## src/rtl/gp8_pkg.sv

```systemverilog
// gp8_pkg: constants, carrier types and power modes for the eight-bit io port
// assumes: word-wide classic wishbone slave, register index = byte address / 4
package gp8_pkg;

	// register indexes; byte address is four times the index
	localparam logic [15:0] IDX_OUT_LATCH = 16'hffdb;
	localparam logic [15:0] IDX_DIRECTION = 16'hffeb;
	localparam int ADR_W = 18;
	localparam int DAT_W = 32;
	localparam int PORT_W = 8;

	// reset values and read-back of the write-only register
	localparam logic [7:0] RST_OUT_LATCH = 8'h00;
	localparam logic [7:0] RST_DIRECTION = 8'h00;
	localparam logic [7:0] DIR_READ_VALUE = 8'hff;
	localparam logic [7:0] PADS_FLOAT = 8'hff;

	// pin positions of the timer functions
	localparam int PIN_EXT_CLK = 0;
	localparam int PIN_CMP_A = 1;
	localparam int PIN_CMP_B = 2;
	localparam int PIN_CAP_A = 3;
	localparam int PIN_CAP_B = 4;
	localparam int PIN_CAP_C = 5;
	localparam int PIN_CAP_D = 6;

	// synchroniser depth for pad inputs
	localparam int SYNC_STAGES = 3;

	// chip operating mode as seen by the port
	typedef enum logic [2:0] {
		GP8_ACTIVE,
		GP8_SUBACTIVE,
		GP8_SLEEP,
		GP8_SUBSLEEP,
		GP8_WATCH,
		GP8_STANDBY
	} gp8_pmode_t;

	// pad drive bundle: level and active-low enable
	typedef struct packed {
		logic [7:0] level;
		logic [7:0] drive_n;
	} gp8_pad_drv_t;

	// the four capture inputs and the counter clock for the timer
	typedef struct packed {
		logic cap_d;
		logic cap_c;
		logic cap_b;
		logic cap_a;
		logic ext_clk;
	} gp8_timer_in_t;

endpackage

```

## src/rtl/gp8_port.sv

```systemverilog
// gp8_port: eight-bit io port with timer capture, clock and compare pins
// assumes: classic wishbone master on clk_i, timer on the same clock,
// pad tristate resolved outside from level and active-low drive enable
`timescale 1ns/100ps

module gp8_port (
	// clock and reset
	input wire logic clk_i,
	input wire logic rst_i,
	// wishbone classic slave
	input wire logic wb_cyc_i,
	input wire logic wb_stb_i,
	input wire logic wb_we_i,
	input wire logic [gp8_pkg::ADR_W-1:0] wb_adr_i,
	input wire logic [3:0] wb_sel_i,
	input wire logic [gp8_pkg::DAT_W-1:0] wb_dat_i,
	output logic [gp8_pkg::DAT_W-1:0] wb_dat_o,
	output logic wb_ack_o,
	// chip operating mode
	input wire gp8_pkg::gp8_pmode_t pmode_i,
	// timer side
	input wire logic compare_a_out_enable_i,
	input wire logic compare_b_out_enable_i,
	input wire logic timer_compare_out_a_i,
	input wire logic timer_compare_out_b_i,
	output gp8_pkg::gp8_timer_in_t timer_in_o,
	// pads
	input wire logic [gp8_pkg::PORT_W-1:0] pad_i,
	output gp8_pkg::gp8_pad_drv_t pad_drv_o
);

	logic [7:0] port_out_latch;
	logic [7:0] port_direction;
	logic [7:0] pad_level;
	logic [7:0] next_latch;
	logic [7:0] next_direction;
	logic [7:0] next_level;
	logic [7:0] next_drive_n;
	logic [7:0] drv_level;
	logic [7:0] drv_drive_n;
	logic bus_req;
	logic wr_commit;
	logic hold_pins;
	logic float_pins;

	// register decode, shared by the write path and the read path
	function automatic logic hit(input logic [gp8_pkg::ADR_W-1:0] adr, input logic [15:0] idx);
		hit = (adr[gp8_pkg::ADR_W-1:2] == idx) && (adr[1:0] == 2'b00);
	endfunction

	// read-back of the data location, mixing latch and pad per direction bit
	function automatic logic [7:0] port_view(input logic [7:0] dir, input logic [7:0] latch,
		input logic [7:0] pads);
		port_view = (dir & latch) | (~dir & pads);
	endfunction

	// pad input synchroniser; the timer inputs read from the filtered copy too
	gp8_sync #(
		.WIDTH(gp8_pkg::PORT_W)
	) u_sync (
		.clk_i(clk_i),
		.rst_i(rst_i),
		.async_i(pad_i),
		.level_o(pad_level)
	);

	// bus handshake: one wait state, write lands on the acked edge
	assign bus_req = wb_cyc_i && wb_stb_i;
	assign wr_commit = bus_req && wb_ack_o && wb_we_i && wb_sel_i[0];

	// ack for one cycle per request, dropped the cycle after
	always_ff @(posedge clk_i) begin
		if (rst_i) begin
			wb_ack_o <= 1'b0;
		end else begin
			wb_ack_o <= bus_req && !wb_ack_o;
		end
	end

	// read data sampled when the ack is raised; unmapped reads give zero
	always_ff @(posedge clk_i) begin
		if (rst_i) begin
			wb_dat_o <= '0;
		end else if (bus_req && !wb_ack_o) begin
			wb_dat_o <= '0;
			if (hit(wb_adr_i, gp8_pkg::IDX_OUT_LATCH)) begin
				wb_dat_o[7:0] <= port_view(port_direction, port_out_latch, pad_level);
			end else if (hit(wb_adr_i, gp8_pkg::IDX_DIRECTION)) begin
				wb_dat_o[7:0] <= gp8_pkg::DIR_READ_VALUE;
			end
		end
	end

	// next register values, used by the latch and by the pin registers alike
	always_comb begin
		next_latch = port_out_latch;
		next_direction = port_direction;
		if (wr_commit && hit(wb_adr_i, gp8_pkg::IDX_OUT_LATCH)) begin
			next_latch = wb_dat_i[7:0];
		end
		if (wr_commit && hit(wb_adr_i, gp8_pkg::IDX_DIRECTION)) begin
			next_direction = wb_dat_i[7:0];
		end
	end

	// output latch
	always_ff @(posedge clk_i) begin
		if (rst_i) begin
			port_out_latch <= gp8_pkg::RST_OUT_LATCH;
		end else begin
			port_out_latch <= next_latch;
		end
	end

	// direction register, write-only from the bus
	always_ff @(posedge clk_i) begin
		if (rst_i) begin
			port_direction <= gp8_pkg::RST_DIRECTION;
		end else begin
			port_direction <= next_direction;
		end
	end

	// pin function select: compare outputs override the general pin
	always_comb begin
		next_level = next_latch;
		next_drive_n = ~next_direction;
		if (compare_a_out_enable_i) begin
			next_level[gp8_pkg::PIN_CMP_A] = timer_compare_out_a_i;
			next_drive_n[gp8_pkg::PIN_CMP_A] = 1'b0;
		end
		if (compare_b_out_enable_i) begin
			next_level[gp8_pkg::PIN_CMP_B] = timer_compare_out_b_i;
			next_drive_n[gp8_pkg::PIN_CMP_B] = 1'b0;
		end
	end

	// power mode decode
	assign hold_pins = (pmode_i == gp8_pkg::GP8_SLEEP) || (pmode_i == gp8_pkg::GP8_SUBSLEEP)
		|| (pmode_i == gp8_pkg::GP8_WATCH);
	assign float_pins = (pmode_i == gp8_pkg::GP8_STANDBY);

	// pin registers built from next values, so in active and subactive mode a write shows on the pads on the same edge as in the latch
	always_ff @(posedge clk_i) begin
		if (rst_i) begin
			drv_level <= '0;
			drv_drive_n <= gp8_pkg::PADS_FLOAT;
		end else if (hold_pins) begin
			drv_level <= drv_level;
			drv_drive_n <= drv_drive_n;
		end else if (float_pins) begin
			drv_level <= drv_level;
			drv_drive_n <= gp8_pkg::PADS_FLOAT;
		end else begin
			drv_level <= next_level;
			drv_drive_n <= next_drive_n;
		end
	end

	// reset floats the pads at once, not only from the first edge
	always_comb begin
		pad_drv_o.level = drv_level;
		pad_drv_o.drive_n = rst_i ? gp8_pkg::PADS_FLOAT : drv_drive_n;
	end

	// timer inputs taken from the pads in every direction, so an output pin can self-trigger
	always_comb begin
		timer_in_o.cap_d = pad_level[gp8_pkg::PIN_CAP_D];
		timer_in_o.cap_c = pad_level[gp8_pkg::PIN_CAP_C];
		timer_in_o.cap_b = pad_level[gp8_pkg::PIN_CAP_B];
		timer_in_o.cap_a = pad_level[gp8_pkg::PIN_CAP_A];
		timer_in_o.ext_clk = pad_level[gp8_pkg::PIN_EXT_CLK];
	end

	logic run_mode;
	assign run_mode = (pmode_i == gp8_pkg::GP8_ACTIVE) || (pmode_i == gp8_pkg::GP8_SUBACTIVE);
endmodule

```

## src/rtl/gp8_sync.sv

```systemverilog
// gp8_sync: three-flop pad synchroniser with agreement filter
// assumes: pad levels are asynchronous to clk_i
`timescale 1ns/100ps
module gp8_sync #(
	parameter int WIDTH = 8
) (
	// clock and reset
	input wire logic clk_i,
	input wire logic rst_i,
	// asynchronous pads in, filtered levels out
	input wire logic [WIDTH-1:0] async_i,
	output logic [WIDTH-1:0] level_o
);

	logic [WIDTH-1:0] stage1;
	logic [WIDTH-1:0] stage2;
	logic [WIDTH-1:0] stage3;

	// shift chain; stage1 feeds only stage2 to keep metastability contained
	always_ff @(posedge clk_i) begin
		if (rst_i) begin
			stage1 <= '0;
			stage2 <= '0;
			stage3 <= '0;
		end else begin
			stage1 <= async_i;
			stage2 <= stage1;
			stage3 <= stage2;
		end
	end

	// a bit changes only once stages two and three agree
	always_ff @(posedge clk_i) begin
		if (rst_i) begin
			level_o <= '0;
		end else begin
			for (int i = 0; i < WIDTH; i++) begin
				if (stage2[i] == stage3[i]) begin
					level_o[i] <= stage2[i];
				end
			end
		end
	end

endmodule

```

## config.mk

```make
export PLATFORM = sky130hd
export DESIGN_NAME = gp8_port
export DESIGN_NICKNAME = d
export VERILOG_FILES = /design/src/rtl/gp8_pkg.sv /design/src/rtl/gp8_port.sv /design/src/rtl/gp8_sync.sv
export SDC_FILE = /design/constraint.sdc
export NUM_CORES = 1
export LEC_CHECK = 0
export BUFFER_PORTS_ARGS = -buffer_cell sky130_fd_sc_hd__buf_2
export CAP_MARGIN = 40
export CORE_ASPECT_RATIO = 0.9
export CORE_MARGIN = 2
export CORE_UTILIZATION = 25
export DETAILED_ROUTE_END_ITERATION = 8
export PLACE_DENSITY_LB_ADDON = 0.2
export SETUP_SLACK_MARGIN = 0.5
export SLEW_MARGIN = 20
export SYNTH_ARGS = -nofsm -noshare
export SYNTH_HDL_FRONTEND = slang
export SYNTH_HIERARCHICAL = 1
export SYNTH_SLANG_ARGS = --single-unit
```

## constraint.sdc

```tcl
create_clock -name clk_i -period 1.5 [get_ports clk_i]
set_input_delay 0.225 -clock clk_i [delete_from_list [all_inputs] [get_ports clk_i]]
set_output_delay 0.225 -clock clk_i [all_outputs]
set_load 0.05 [all_outputs]
```

==> results of run 1 <==
[through the flow]
stage,instance area (um2),hold slack [ns],cells
5_1_grt,4780,0.0780,605
3_3_place_gp,3790,0.420,573
4_1_cts,4610,0.0807,601
3_5_place_dp,3790,0.420,573
2_1_floorplan,3330,0.297,361
6_report,4780,0.0932,605
[sequential cells by signal, indices dropped and copies added, names as in the netlist]
| register | flops |
|---|---|
| wb_ack_o | 1 |
| u_sync/stage1 | 8 |
| port_out_latch | 8 |
| port_direction | 8 |
| drv_level | 8 |
| u_sync/stage2 | 8 |
| u_sync/level_o | 8 |
| wb_dat_o | 8 |
| u_sync/stage3 | 8 |
| drv_drive_n | 8 |
[path summary, 6_finish.rpt]
| path | to | slack [ns] | cells past startpoint |
|---|---|---|---|
| worst max-delay path | drv_level[7] | 0.15 | 5 |
| worst min-delay path | u_sync/stage1[4] | 0.09 | 2 |
| worst max register to register | drv_level[7] | 0.15 | 5 |
| worst min register to register | u_sync/stage2[6] | 0.43 | 1 |
[metal layers]
layer	wire [um]	global-route usage (%)
met1	3810	16.0
met4	83	3.57
met5	0	0
met2	3630	19.4
met3	622	6.28
[power by group]
group          total [mW]  internal [mW]  switching, mW
clock                2.28           1.45          0.825
sequential           2.04           2.00         0.0376
combinational       0.669          0.235          0.434
total                4.98           3.68           1.30
[cell usage after synthesis]
| library cell | count | area share, % |
|---|---|---|
| a211oi_1 | 8 | 2.0 |
| a21oi_1 | 26 | 4.2 |
| a311o_1 | 2 | 0.65 |
| a311oi_1 | 13 | 3.7 |
| and2_0 | 1 | 0.20 |
| and2_1 | 1 | 0.20 |
| and4_1 | 8 | 2.3 |
| buf_2 | 6 | 0.98 |
| buf_4 | 27 | 6.6 |
| clkbuf_1 | 10 | 1.2 |
| conb_1 | 1 | 0.12 |
| dfxtp_1 | 73 | 48 |
| inv_1 | 2 | 0.24 |
| mux2_2 | 8 | 2.9 |
| nand2_1 | 14 | 1.7 |
| nand3_1 | 18 | 2.9 |
| nand4_1 | 15 | 3.1 |
| nor2_1 | 27 | 3.3 |
| nor2b_1 | 27 | 5.5 |
| nor3_1 | 1 | 0.16 |
| nor3_2 | 1 | 0.33 |
| nor3b_1 | 1 | 0.24 |
| nor4b_4 | 1 | 0.77 |
| o211ai_1 | 4 | 0.98 |
| o21ai_0 | 26 | 4.2 |
| o21bai_1 | 4 | 0.98 |
| or2_2 | 8 | 1.6 |
| or3_1 | 1 | 0.20 |
| or4_1 | 2 | 0.49 |
| xnor2_1 | 1 | 0.29 |
| xor2_1 | 1 | 0.29 |
[timing repair]
action / 4_1_cts / 5_1_grt
cloned: 1 / 0
setup buffers: 11 / 4
gates resized for setup: 140 / 30
endpoints found under the setup margin: 70 / 70
pin swaps: 15 / 14
[cell type report]
| type | count | area, um2 | share of cell area (%) |
|---|---|---|---|
| Inverter | 2 | 7.51 | 0.157 |
| Multi-Input combinational cell | 243 | 1690 | 35.4 |
| Timing Repair Buffer | 111 | 1050 | 22.1 |
| Clock inverter | 7 | 95.1 | 1.99 |
| Clock buffer | 9 | 225 | 4.71 |
| Sequential cell | 73 | 1500 | 31.5 |
| Tap cell | 160 | 200 | 4.19 |
[logic make-up (layout without fill, tap and decap cells)]
family                    count (synthesis)  after routing  share of synthesized area (%)
and+or+nand+nor                         126            126                           23.0
AOI/OAI and AO/OA                        83             83                           16.7
DFF                                      73             73                           47.6
buffers and inverters                    45            129                           9.04
muxes                                     8              8                           2.93
xor gates and xnor gates                  2              2                          0.570
other                                     1             24                          0.122
[worst max-delay path: cells and delay by family, from the launching register on]
kind / cells / cell delay (ns)
and+or+nand+nor: 3 / 0.50
DFF: 1 / 0.34
AOI/OAI and AO/OA: 1 / 0.30
buffers and inverters: 1 / 0.11
==> impl_metrics.sql, run 1 <==
INSERT INTO impl_metrics (metric_group, metric, value, unit) VALUES
('layout', 'layout.core_utilization', '39.7', '%'),
('critical_path', 'worstPathRequired', '1.74', 'ns'),
('floorplan', 'floorplan.die_area', '13200', 'um2'),
('detailed_routing', 'via_per_inst', '4.49', ''),
('timing', 'final_max_slew_viol_count', '0', ''),
('logic_synthesis', 'register_area_share_after_synthesis', '47.6', '%'),
('layout', 'most_used_cells_in_the_layout_excluding_fill_and_tap_cells', '52 x dfxtp_1, 42 x buf_2, 28 x buf_8, 27 x nor2b_1, 27 x nor2_1', ''),
('critical_path', 'cp-end-kind', 'flip-flop', ''),
('layout', 'fillerInstances', '1197', ''),
('clocking', 'cts-root-to-sink-buffers', '2', ''),
('clocking', 'clk_pin_slew', '0.06', 'ns'),
('detailed_routing', 'drc', '0', ''),
('timing', 'maxClockFrequency', '0.741', 'GHz'),
('global_routing', 'first_pass_grt_wire_length', '12.9', 'mm'),
('timing', 'setup_total_negative_slack', '0', 'ns'),
('placed_design', 'placement.io_buffers', '76', ''),
('global_routing', 'grt_antenna_before_repair', '0', ''),
('pwr', 'power.ir.vdd_worst', '0.720', 'mV'),
('critical_path', 'setup.worst_path.start_class', 'flip-flop', ''),
('global_routing', 'globalRouteOverflowTotal', '0', ''),
('clocking', 'clkSinkCount', '73', ''),
('clocking', 'cts_tree', 'built', ''),
('detailed_routing', 'antenna_violating_nets_post_route', '0', ''),
('logic_synthesis', 'syn_area_per_cell', '9.09', 'um2'),
('timing', 'worst-slew-pin-transition', '0.606', 'ns'),
('floorplan', 'placementRows', '38', ''),
('detailed_routing', 'detailedRoute.firstIterationViolations', '74', ''),
('floorplan', 'pin_count', '128', ''),
('clocking', 'cts_hold_buffers', '0', ''),
('layout', 'layout_cells_sized_above_1', '47.0', '%'),
('clocking', 'cts_max_level', '3', ''),
('placed_design', 'place_ws', '-0.151', 'ns'),
('detailed_routing', 'vias', '2716', ''),
('timing', 'timing.final.crit_share', '89.9', '%'),
('timing', 'hold_violations', '0', ''),
('logic_synthesis', 'postSynthRegisterBits', '73', ''),
('critical_path', 'arrival', '1.59', 'ns'),
('layout', 'final_nets', '514', ''),
('floorplan', 'initial_utilization', '25.5', '%'),
('detailed_routing', 'avgRoutedWirePerCell', '13.5', 'um'),
('floorplan', 'die_w', '121', 'um'),
('global_routing', 'grt_usage', '12.8', '%'),
('clocking', 'insertion_delay', '0.33', 'ns'),
('logic_synthesis', 'synth_cell_type_count', '31', ''),
('timing', 'setup_violations', '0', ''),
('floorplan', 'floorplan.die.height', '109', 'um'),
('critical_path', 'worstPathCellList', 'and4_4, and2_4, buf_12, nand4_1, a311oi_1', ''),
('pwr', 'leakage', '1.84', 'nW'),
('logic_synthesis', 'synthesis.instances', '338', ''),
('timing', 'rsz0062_at_grt', 'true', ''),
('detailed_routing', 'detail_route.first_pass.iterations', '4', ''),
('global_routing', 'grt_max_degree', '24', ''),
('critical_path', 'crit_path_max_fanout', '10', ''),
('timing', 'worst_slack', '0.151', 'ns'),
('pwr', 'power.total', '4.98', 'mW'),
('critical_path', 'worst-setup-path-type', 'flip-flop to flip-flop', ''),
('min_path', 'hold_path_class', 'input port to flip-flop', ''),
('timing', 'final.min_clock_period', '1.35', 'ns'),
('layout', 'diodes', '0', ''),
('critical_path', 'cpMaxStageDelayCell', 'dfxtp_4', ''),
('logic_synthesis', 'post_synth_instance_area', '3070', 'um2'),
('detailed_routing', 'routed_wl', '8.14', 'mm'),
('critical_path', 'crit_start', 'wb_ack_o', ''),
('layout', 'areaGrowthSynthToFinish', '55.5', '%'),
('job', 'max_cap_viol_count', '0', ''),
('critical_path', 'crit-reg2reg-launch', 'wb_ack_o', ''),
('critical_path', 'critical-path-max-stage-delay', '0.34', 'ns'),
('layout', 'mostFrequentLayoutCell', 'dfxtp_1', ''),
('min_path', 'worst_hold_startpoint', 'pad_i[4]', ''),
('pwr', 'p_per_area', '1040', 'nW/um2'),
('placed_design', 'post-dp-hpwl', '5.64', 'mm'),
('clocking', 'cts-buffers-inserted', '9', ''),
('placed_design', 'routabilityCongestion', '0.746', ''),
('global_routing', 'via_count_of_the_first_global_routing_pass', '2534', ''),
('outcome', 'run_status', 'completed', ''),
('timing', 'slew_headroom', '59.4', '%'),
('floorplan', 'fp.coreArea', '12000', 'um2'),
('clocking', 'cts.root.buffer_cell', 'clkbuf_16', ''),
('timing', 'clock-skew-final', '0.00357', 'ns'),
('logic_synthesis', 'ys.warnings.count', '6', '');
No activity file was read; power rests on OpenSTA's default activity.
==> inputs of run 2 (changes only) <==
--- a/config.mk
+++ b/config.mk
@@ -5,12 +5,14 @@
 export SDC_FILE = /design/constraint.sdc
 export NUM_CORES = 1
 export LEC_CHECK = 0
+export ABC_AREA = 1
 export BUFFER_PORTS_ARGS = -buffer_cell sky130_fd_sc_hd__buf_2
 export CAP_MARGIN = 40
-export CORE_ASPECT_RATIO = 0.9
+export CORE_ASPECT_RATIO = 1.2
 export CORE_MARGIN = 2
 export CORE_UTILIZATION = 25
 export DETAILED_ROUTE_END_ITERATION = 8
+export MAX_ROUTING_LAYER = met4
 export PLACE_DENSITY_LB_ADDON = 0.2
 export SETUP_SLACK_MARGIN = 0.5
 export SLEW_MARGIN = 20
==> run 2 against run 1 <==
Against the previous run: worst hold slack worse by 0.0020 ns; clock power fell by 11%; sequential power about the same; flip-flop and latch count unchanged; sequential share of layout area grew 0.26 points; register-to-register slack better by 0.06 ns; maximum frequency grew 4.4%; synthesized cell count is 25% higher; largest power group unchanged.
==> impl_metrics.sql, run 2 <==
INSERT INTO impl_metrics (metric_group, metric, value, unit) VALUES
('logic_synthesis', 'synthesis.instances', '423', ''),
('detailed_routing', 'detailedRoute.firstIterationViolations', '79', ''),
('detailed_routing', 'avgRoutedWirePerCell', '11.8', 'um'),
('logic_synthesis', 'synth.top_cells.by_area', 'dfxtp_1 47%, nor2_1 9.5%, nand2_1 7.5%, inv_1 6.7%, buf_4 6.0%', ''),
('critical_path', 'worstPathRequired', '1.76', 'ns'),
('layout', 'layout_cells_sized_above_1', '41.9', '%'),
('logic_synthesis', 'postSynth.topFlopCell', 'dfxtp_1', ''),
('placed_design', 'placement.io_buffers', '76', ''),
('floorplan', 'initial_utilization', '25.8', '%'),
('detailed_routing', 'routed_wl', '8.18', 'mm'),
('floorplan', 'floorplan.die.height', '127', 'um'),
('outcome', 'run_status', 'completed', ''),
('timing', 'hold_slack', '0.0912', 'ns'),
('clocking', 'cts_hold_buffers', '0', ''),
('logic_synthesis', 'synth_common_cells', '79 x nor2_1, 73 x dfxtp_1, 63 x nand2_1', ''),
('pwr', 'p_per_area', '995', 'nW/um2'),
('floorplan', 'pin_count', '128', ''),
('clocking', 'clkSinkCount', '73', ''),
('global_routing', 'grt_usage', '13.2', '%'),
('detailed_routing', 'antenna_violating_nets_post_route', '0', ''),
('layout', 'most_used_cells_in_the_layout_excluding_fill_and_tap_cells', '72 x nor2_1, 53 x inv_1, 51 x dfxtp_1, 45 x buf_2, 43 x nand2_1', ''),
('detailed_routing', 'via_per_inst', '4.16', ''),
('pwr', 'net_sw_share', '27.7', '%'),
('layout', 'final_nets', '601', ''),
('detailed_routing', 'detail_route.first_pass.iterations', '6', ''),
('global_routing', 'via_count_of_the_first_global_routing_pass', '2822', ''),
('floorplan', 'floorplan.die_area', '13500', 'um2'),
('clocking', 'cts_tree', 'built', ''),
('global_routing', 'first_pass_grt_wire_length', '13.5', 'mm'),
('clocking', 'cts-buffers-inserted', '9', ''),
('logic_synthesis', 'syn_area_per_cell', '7.41', 'um2'),
('placed_design', 'post_detailed_placement_cell_area', '3710', 'um2'),
('layout', 'mostFrequentLayoutCell', 'nor2_1', ''),
('clocking', 'clk_pin_slew', '0.06', 'ns'),
('pwr', 'power.ir.vdd_worst', '0.662', 'mV'),
('layout', 'fillerInstances', '1229', ''),
('critical_path', 'worst-setup-path-type', 'flip-flop to flip-flop', ''),
('layout', 'diodes', '0', ''),
('layout', 'layout.core_utilization', '39.2', '%'),
('critical_path', 'crit_buf_inv', '3', ''),
('floorplan', 'fp.coreArea', '12200', 'um2'),
('logic_synthesis', 'yosys.area.top_type_share', '46.6', '%'),
('logic_synthesis', 'synth_enable_flop_cells', '0', ''),
('timing', 'rsz0062_at_grt', 'true', ''),
('placed_design', 'routabilityCongestion', '0.778', ''),
('detailed_routing', 'vias', '2880', ''),
('pwr', 'switching_power', '1.32', 'mW'),
('logic_synthesis', 'synth_area_leader_cell', 'dfxtp_1', ''),
('global_routing', 'globalRouteOverflowTotal', '0', ''),
('critical_path', 'cpMaxStageDelayCell', 'dfxtp_4', ''),
('pwr', 'pwr-share-seq', '42.8', '%'),
('timing', 'final.min_clock_period', '1.29', 'ns'),
('timing', 'setup_total_negative_slack', '0', 'ns'),
('critical_path', 'setup.worst_path.start_class', 'flip-flop', ''),
('pwr', 'leakage', '2.11', 'nW'),
('clocking', 'cts-root-to-sink-buffers', '2', ''),
('detailed_routing', 'drc', '0', ''),
('timing', 'worst-slew-pin-transition', '0.537', 'ns'),
('timing', 'final_max_slew_viol_count', '0', ''),
('layout', 'areaGrowthSynthToFinish', '52.3', '%'),
('critical_path', 'worstPathCellList', 'nand3_4, nor2_4, buf_12, buf_12, buf_12, nand3_4, nand2_2, nand3_1, a21oi_1', ''),
('logic_synthesis', 'synthMostInstantiatedCell', 'nor2_1', ''),
('timing', 'maxClockFrequency', '0.774', 'GHz'),
('timing', 'setup_violations', '0', ''),
('timing', 'slew_headroom', '64.2', '%'),
('logic_synthesis', 'ys.warnings.count', '6', ''),
('pwr', 'power_frac_comb', '14.1', '%'),
('critical_path', 'cp-end-kind', 'flip-flop', ''),
('logic_synthesis', 'postSynthRegisterBits', '73', ''),
('timing', 'clock-skew-final', '0.00620', 'ns'),
('logic_synthesis', 'synth_async_sr_flop_share', '0', '%'),
('logic_synthesis', 'synth_cell_type_count', '27', ''),
('critical_path', 'arrival', '1.55', 'ns'),
('clocking', 'cts.root.buffer_cell', 'clkbuf_16', ''),
('timing', 'hold_violations', '0', ''),
('timing', 'timing.final.crit_share', '86.1', '%'),
('critical_path', 'crit_path_max_fanout', '4', ''),
('pwr', 'cellInternalPower', '3.43', 'mW'),
('global_routing', 'grt_max_degree', '31', ''),
('clocking', 'cts_max_level', '3', ''),
('min_path', 'hold_path_class', 'input port to flip-flop', ''),
('floorplan', 'placementRows', '44', ''),
('logic_synthesis', 'register_area_share_after_synthesis', '46.6', '%'),
('pwr', 'power.clock.fraction', '43.1', '%'),
('clocking', 'insertion_delay', '0.33', 'ns'),
('logic_synthesis', 'post_synth_instance_area', '3130', 'um2'),
('floorplan', 'die_w', '106', 'um'),
('critical_path', 'critical_path.most_common_cell', 'buf_12', ''),
('critical_path', 'critical_path.top_delay_family', 'simple AND/OR/NAND/NOR gates', ''),
('global_routing', 'grt_antenna_before_repair', '0', ''),
('job', 'max_cap_viol_count', '0', ''),
('placed_design', 'post-dp-hpwl', '5.88', 'mm'),
('critical_path', 'critical-path-max-stage-delay', '0.36', 'ns'),
('layout', 'fin_area', '4770', 'um2');
-- run 2: cell types whose count changed in the layout (fill, tap and decap cells not counted), sizes merged, moves of 8 or more --
cell	previous run	this run
nor2	27	83
mux2	8	0
o21ai	26	18
a311oi	13	0
nor2b	27	0
and4	8	0
nand2	14	65
a211oi	8	0
inv	2	59
-- run 2: cell families (layout without fill, tap and decap cells) --
kind of cell	after synthesis	after routing	synth area share (%)
buffers and inverters	95	181	15.7
AO/OA/AOI/OAI	57	57	9.94
AND/OR/NAND/NOR	197	197	27.6
flip-flops	73	73	46.6
other	1	24	0.120
-- run 2: power by group through the flow --
stage	Combinational (mW)	Sequential [mW]	Clock [mW]
after CTS	0.668	2.04	2.10
after floorplan	0.373	2.17	0
after detailed placement	0.576	2.07	0
after global placement	0.571	2.07	0
final	0.672	2.03	2.04
after global routing	0.725	2.04	2.20
-- run 2: layer usage --
metal	GRT usage [%]	up-vias	part of all wire (%)
li1	-	1490	-
met1	14.9	1313	43
met2	22.5	67	51
met3	4.32	10	4.5
met4	2.86	0	1.7
met5	-	-	0
-- run 2: path summary, 6_finish.rpt --
path                                         end  cells after the start  slack, ns             start
worst max register to register    drv_drive_n[1]                      9       0.21          wb_ack_o
worst min-delay path            u_sync/stage1[5]                      3       0.09          pad_i[5]
worst max-delay path              drv_drive_n[1]                      9       0.21          wb_ack_o
worst min register to register  u_sync/stage2[1]                      2       0.40  u_sync/stage1[1]
-- run 2: worst register-to-register path, cell delays in order, from the launching register on --
cell and delay (ns):
dfxtp_4 0.36, nand3_4 0.06, nor2_4 0.12, buf_12 0.13, buf_12 0.10, buf_12 0.10, nand3_4 0.07, nand2_2 0.08
nand3_1 0.08, a21oi_1 0.12
-- run 2: what timing repair did --
item	in CTS	in global routing
gates cloned	1	0
endpoints found under the setup margin	70	70
pin swaps	57	18
resized for setup	177	17
buffers inserted	10	3
-- run 2: metrics by stage --
stage	cells	worst slack, ns	power [mW]
2_1_floorplan	446	0.247	2.54
3_3_place_gp	663	0.0148	2.64
3_5_place_dp	663	0.00450	2.65
4_1_cts	690	0.210	4.81
5_1_grt	693	0.106	4.97
6_report	693	0.208	4.75
-- run 2: layout make-up --
type                       count  area [um2]  share of cell area, %
multi-input combinational    278        1550                   32.5
clock buffer                  10         250                   5.24
inverter                      59         224                   4.69
sequential                    73        1510                   31.7
tap                          161         201                   4.22
timing repair buffer         106         993                   20.8
clock inverter                 6        40.0                  0.839
==> inputs of run 3 (changes only) <==
--- a/config.mk
+++ b/config.mk
@@ -5,7 +5,7 @@
 export SDC_FILE = /design/constraint.sdc
 export NUM_CORES = 1
 export LEC_CHECK = 0
-export ABC_AREA = 1
+export ABC_AREA = 0
 export BUFFER_PORTS_ARGS = -buffer_cell sky130_fd_sc_hd__buf_2
 export CAP_MARGIN = 40
 export CORE_ASPECT_RATIO = 1.2
==> run 3 against run 2 <==
Against the previous run: worst hold slack improved by 0.0098 ns; routed wire length increased by 0.54%; global-route usage increased by 0.078 points; worst setup slack got worse by 0.078 ns; largest cell class unchanged.
==> impl_metrics.sql, run 3 (same netlist as run 1, synthesis figures left out) <==
INSERT INTO impl_metrics (metric_group, metric, value, unit) VALUES
('critical_path', 'worstPathRequired', '1.70', 'ns'),
('critical_path', 'worst-setup-path-type', 'flip-flop to flip-flop', ''),
('timing', 'rsz0062_at_grt', 'true', ''),
('timing', 'final_max_slew_viol_count', '0', ''),
('detailed_routing', 'drc', '0', ''),
('clocking', 'cts_tree', 'built', ''),
('placed_design', 'placement.io_buffers', '76', ''),
('critical_path', 'setup.worst_path.start_class', 'flip-flop', ''),
('layout', 'mostFrequentLayoutCell', 'dfxtp_1', ''),
('clocking', 'cts.root.buffer_cell', 'clkbuf_16', ''),
('floorplan', 'fp.coreArea', '12100', 'um2'),
('clocking', 'cts-buffers-inserted', '9', ''),
('detailed_routing', 'vias', '2745', ''),
('floorplan', 'die_w', '105', 'um'),
('global_routing', 'grt_usage', '13.2', '%'),
('timing', 'setup_violations', '0', ''),
('detailed_routing', 'routed_wl', '8.22', 'mm'),
('placed_design', 'place_ws', '-0.148', 'ns'),
('timing', 'timing.final.crit_share', '91.4', '%'),
('layout', 'most_used_cells_in_the_layout_excluding_fill_and_tap_cells', '51 x dfxtp_1, 39 x buf_2, 32 x buf_4, 29 x buf_8, 27 x nor2b_1', ''),
('detailed_routing', 'antenna_violating_nets_post_route', '0', ''),
('global_routing', 'first_pass_grt_wire_length', '13.5', 'mm'),
('layout', 'layout_cells_sized_above_1', '49.1', '%'),
('timing', 'hold_slack', '0.101', 'ns'),
('clocking', 'clk_pin_slew', '0.06', 'ns'),
('placed_design', 'routabilityCongestion', '0.772', ''),
('timing', 'hold_violations', '0', ''),
('placed_design', 'post-dp-hpwl', '5.85', 'mm'),
('pwr', 'p_per_area', '1030', 'nW/um2'),
('global_routing', 'grt_antenna_before_repair', '0', ''),
('critical_path', 'arrival', '1.57', 'ns'),
('timing', 'clock-skew-final', '0.00543', 'ns'),
('pwr', 'power.ir.vdd_worst', '0.494', 'mV'),
('min_path', 'hold_path_class', 'input port to flip-flop', ''),
('global_routing', 'globalRouteOverflowTotal', '0', ''),
('layout', 'areaGrowthSynthToFinish', '60.7', '%'),
('clocking', 'cts-root-to-sink-buffers', '2', ''),
('detailed_routing', 'avgRoutedWirePerCell', '13.3', 'um'),
('detailed_routing', 'detail_route.first_pass.iterations', '4', ''),
('global_routing', 'via_count_of_the_first_global_routing_pass', '2710', ''),
('layout', 'diodes', '0', ''),
('floorplan', 'pin_count', '128', ''),
('floorplan', 'floorplan.die_area', '13200', 'um2'),
('critical_path', 'cp-end-kind', 'flip-flop', ''),
('detailed_routing', 'detailedRoute.firstIterationViolations', '107', ''),
('floorplan', 'placementRows', '44', ''),
('layout', 'final_nets', '525', ''),
('clocking', 'clkSinkCount', '73', ''),
('floorplan', 'initial_utilization', '25.5', '%'),
('timing', 'worst_slack', '0.130', 'ns'),
('global_routing', 'grt_max_degree', '25', ''),
('timing', 'setup_total_negative_slack', '0', 'ns'),
('critical_path', 'crit_path_max_fanout', '8', ''),
('outcome', 'run_status', 'completed', ''),
('job', 'max_cap_viol_count', '0', ''),
('clocking', 'cts_max_level', '3', ''),
('floorplan', 'floorplan.die.height', '125', 'um'),
('pwr', 'leakage', '1.93', 'nW'),
('pwr', 'power.total', '5.08', 'mW'),
('layout', 'number_of_standard_cells_in_the_layout_taps_in_and_fillers_out', '617', ''),
('timing', 'maxClockFrequency', '0.730', 'GHz'),
('timing', 'final.min_clock_period', '1.37', 'ns'),
('placed_design', 'total_instance_count_after_detailed_placement', '581', ''),
('detailed_routing', 'via_per_inst', '4.45', ''),
('clocking', 'insertion_delay', '0.33', 'ns');
## run 3: changes by cell type in the layout (fill, tap and decap cells not counted), sizes merged, moves of 13 or more
| cell | change |
|---|---|
| nand2 | -51 |
| nor2b | +27 |
| nor2 | -56 |
| inv | -56 |
| buf | +16 |
| a311oi | +13 |
## run 3: report_power, final
| part | internal (mW) | switching, mW | total [mW] |
|---|---|---|---|
| combinational | 0.246 | 0.434 | 0.680 |
| sequential | 2.00 | 0.0411 | 2.04 |
| clock | 1.55 | 0.809 | 2.36 |
| total | 3.79 | 1.28 | 5.08 |
## run 3: per-layer routing
layer | GRT usage [%] | vias to the layer above | routed length (um)
met5 | - | - | 0
met4 | 5.41 | 0 | 102
met3 | 3.81 | 7 | 367
met2 | 21.1 | 63 | 4020
met1 | 15.6 | 1280 | 3730
li1 | - | 1395 | -
## run 3: area by class of cell
| class | instances | area [um2] |
|---|---|---|
| fillers | 1181 | 7120 |
| multi-input cells | 243 | 1720 |
| flip-flops and latches | 73 | 1510 |
| repair buffers | 122 | 1170 |
| clock buffers | 12 | 256 |
| well taps | 161 | 201 |
| clock inverters | 4 | 73.8 |
| inverters | 2 | 7.51 |
## run 3: critical path, stage by stage (launching register included)
cell and delay [ns]:
dfxtp_4 0.34, and4_4 0.23, nand4_1 0.17, buf_6 0.23, o21ai_4 0.16, a311oi_2 0.12
## run 3: final timing paths
path | end | from | slack, ns | cells past startpoint
worst min register to register | u_sync/stage2[0] | u_sync/stage1[0] | 0.44 | 1
worst min-delay path | u_sync/stage1[1] | pad_i[1] | 0.10 | 2
worst max register to register | drv_level[4] | wb_ack_o | 0.13 | 5
worst max-delay path | drv_level[4] | wb_ack_o | 0.13 | 5
## run 3: repair_timing
action                                  4_1_cts  5_1_grt
resized for setup                           150       32
endpoints found under the setup margin       70       70
hold buffers                                  0        0
pin swaps                                    22        7
setup buffers                                16        4
## run 3: per-stage QoR
step	cell area, um2	utilization, %
2_1_floorplan	3330	-
3_3_place_gp	3850	32.0
3_5_place_dp	3850	32.0
4_1_cts	4770	39.6
5_1_grt	4940	41.0
6_report	4940	41.0
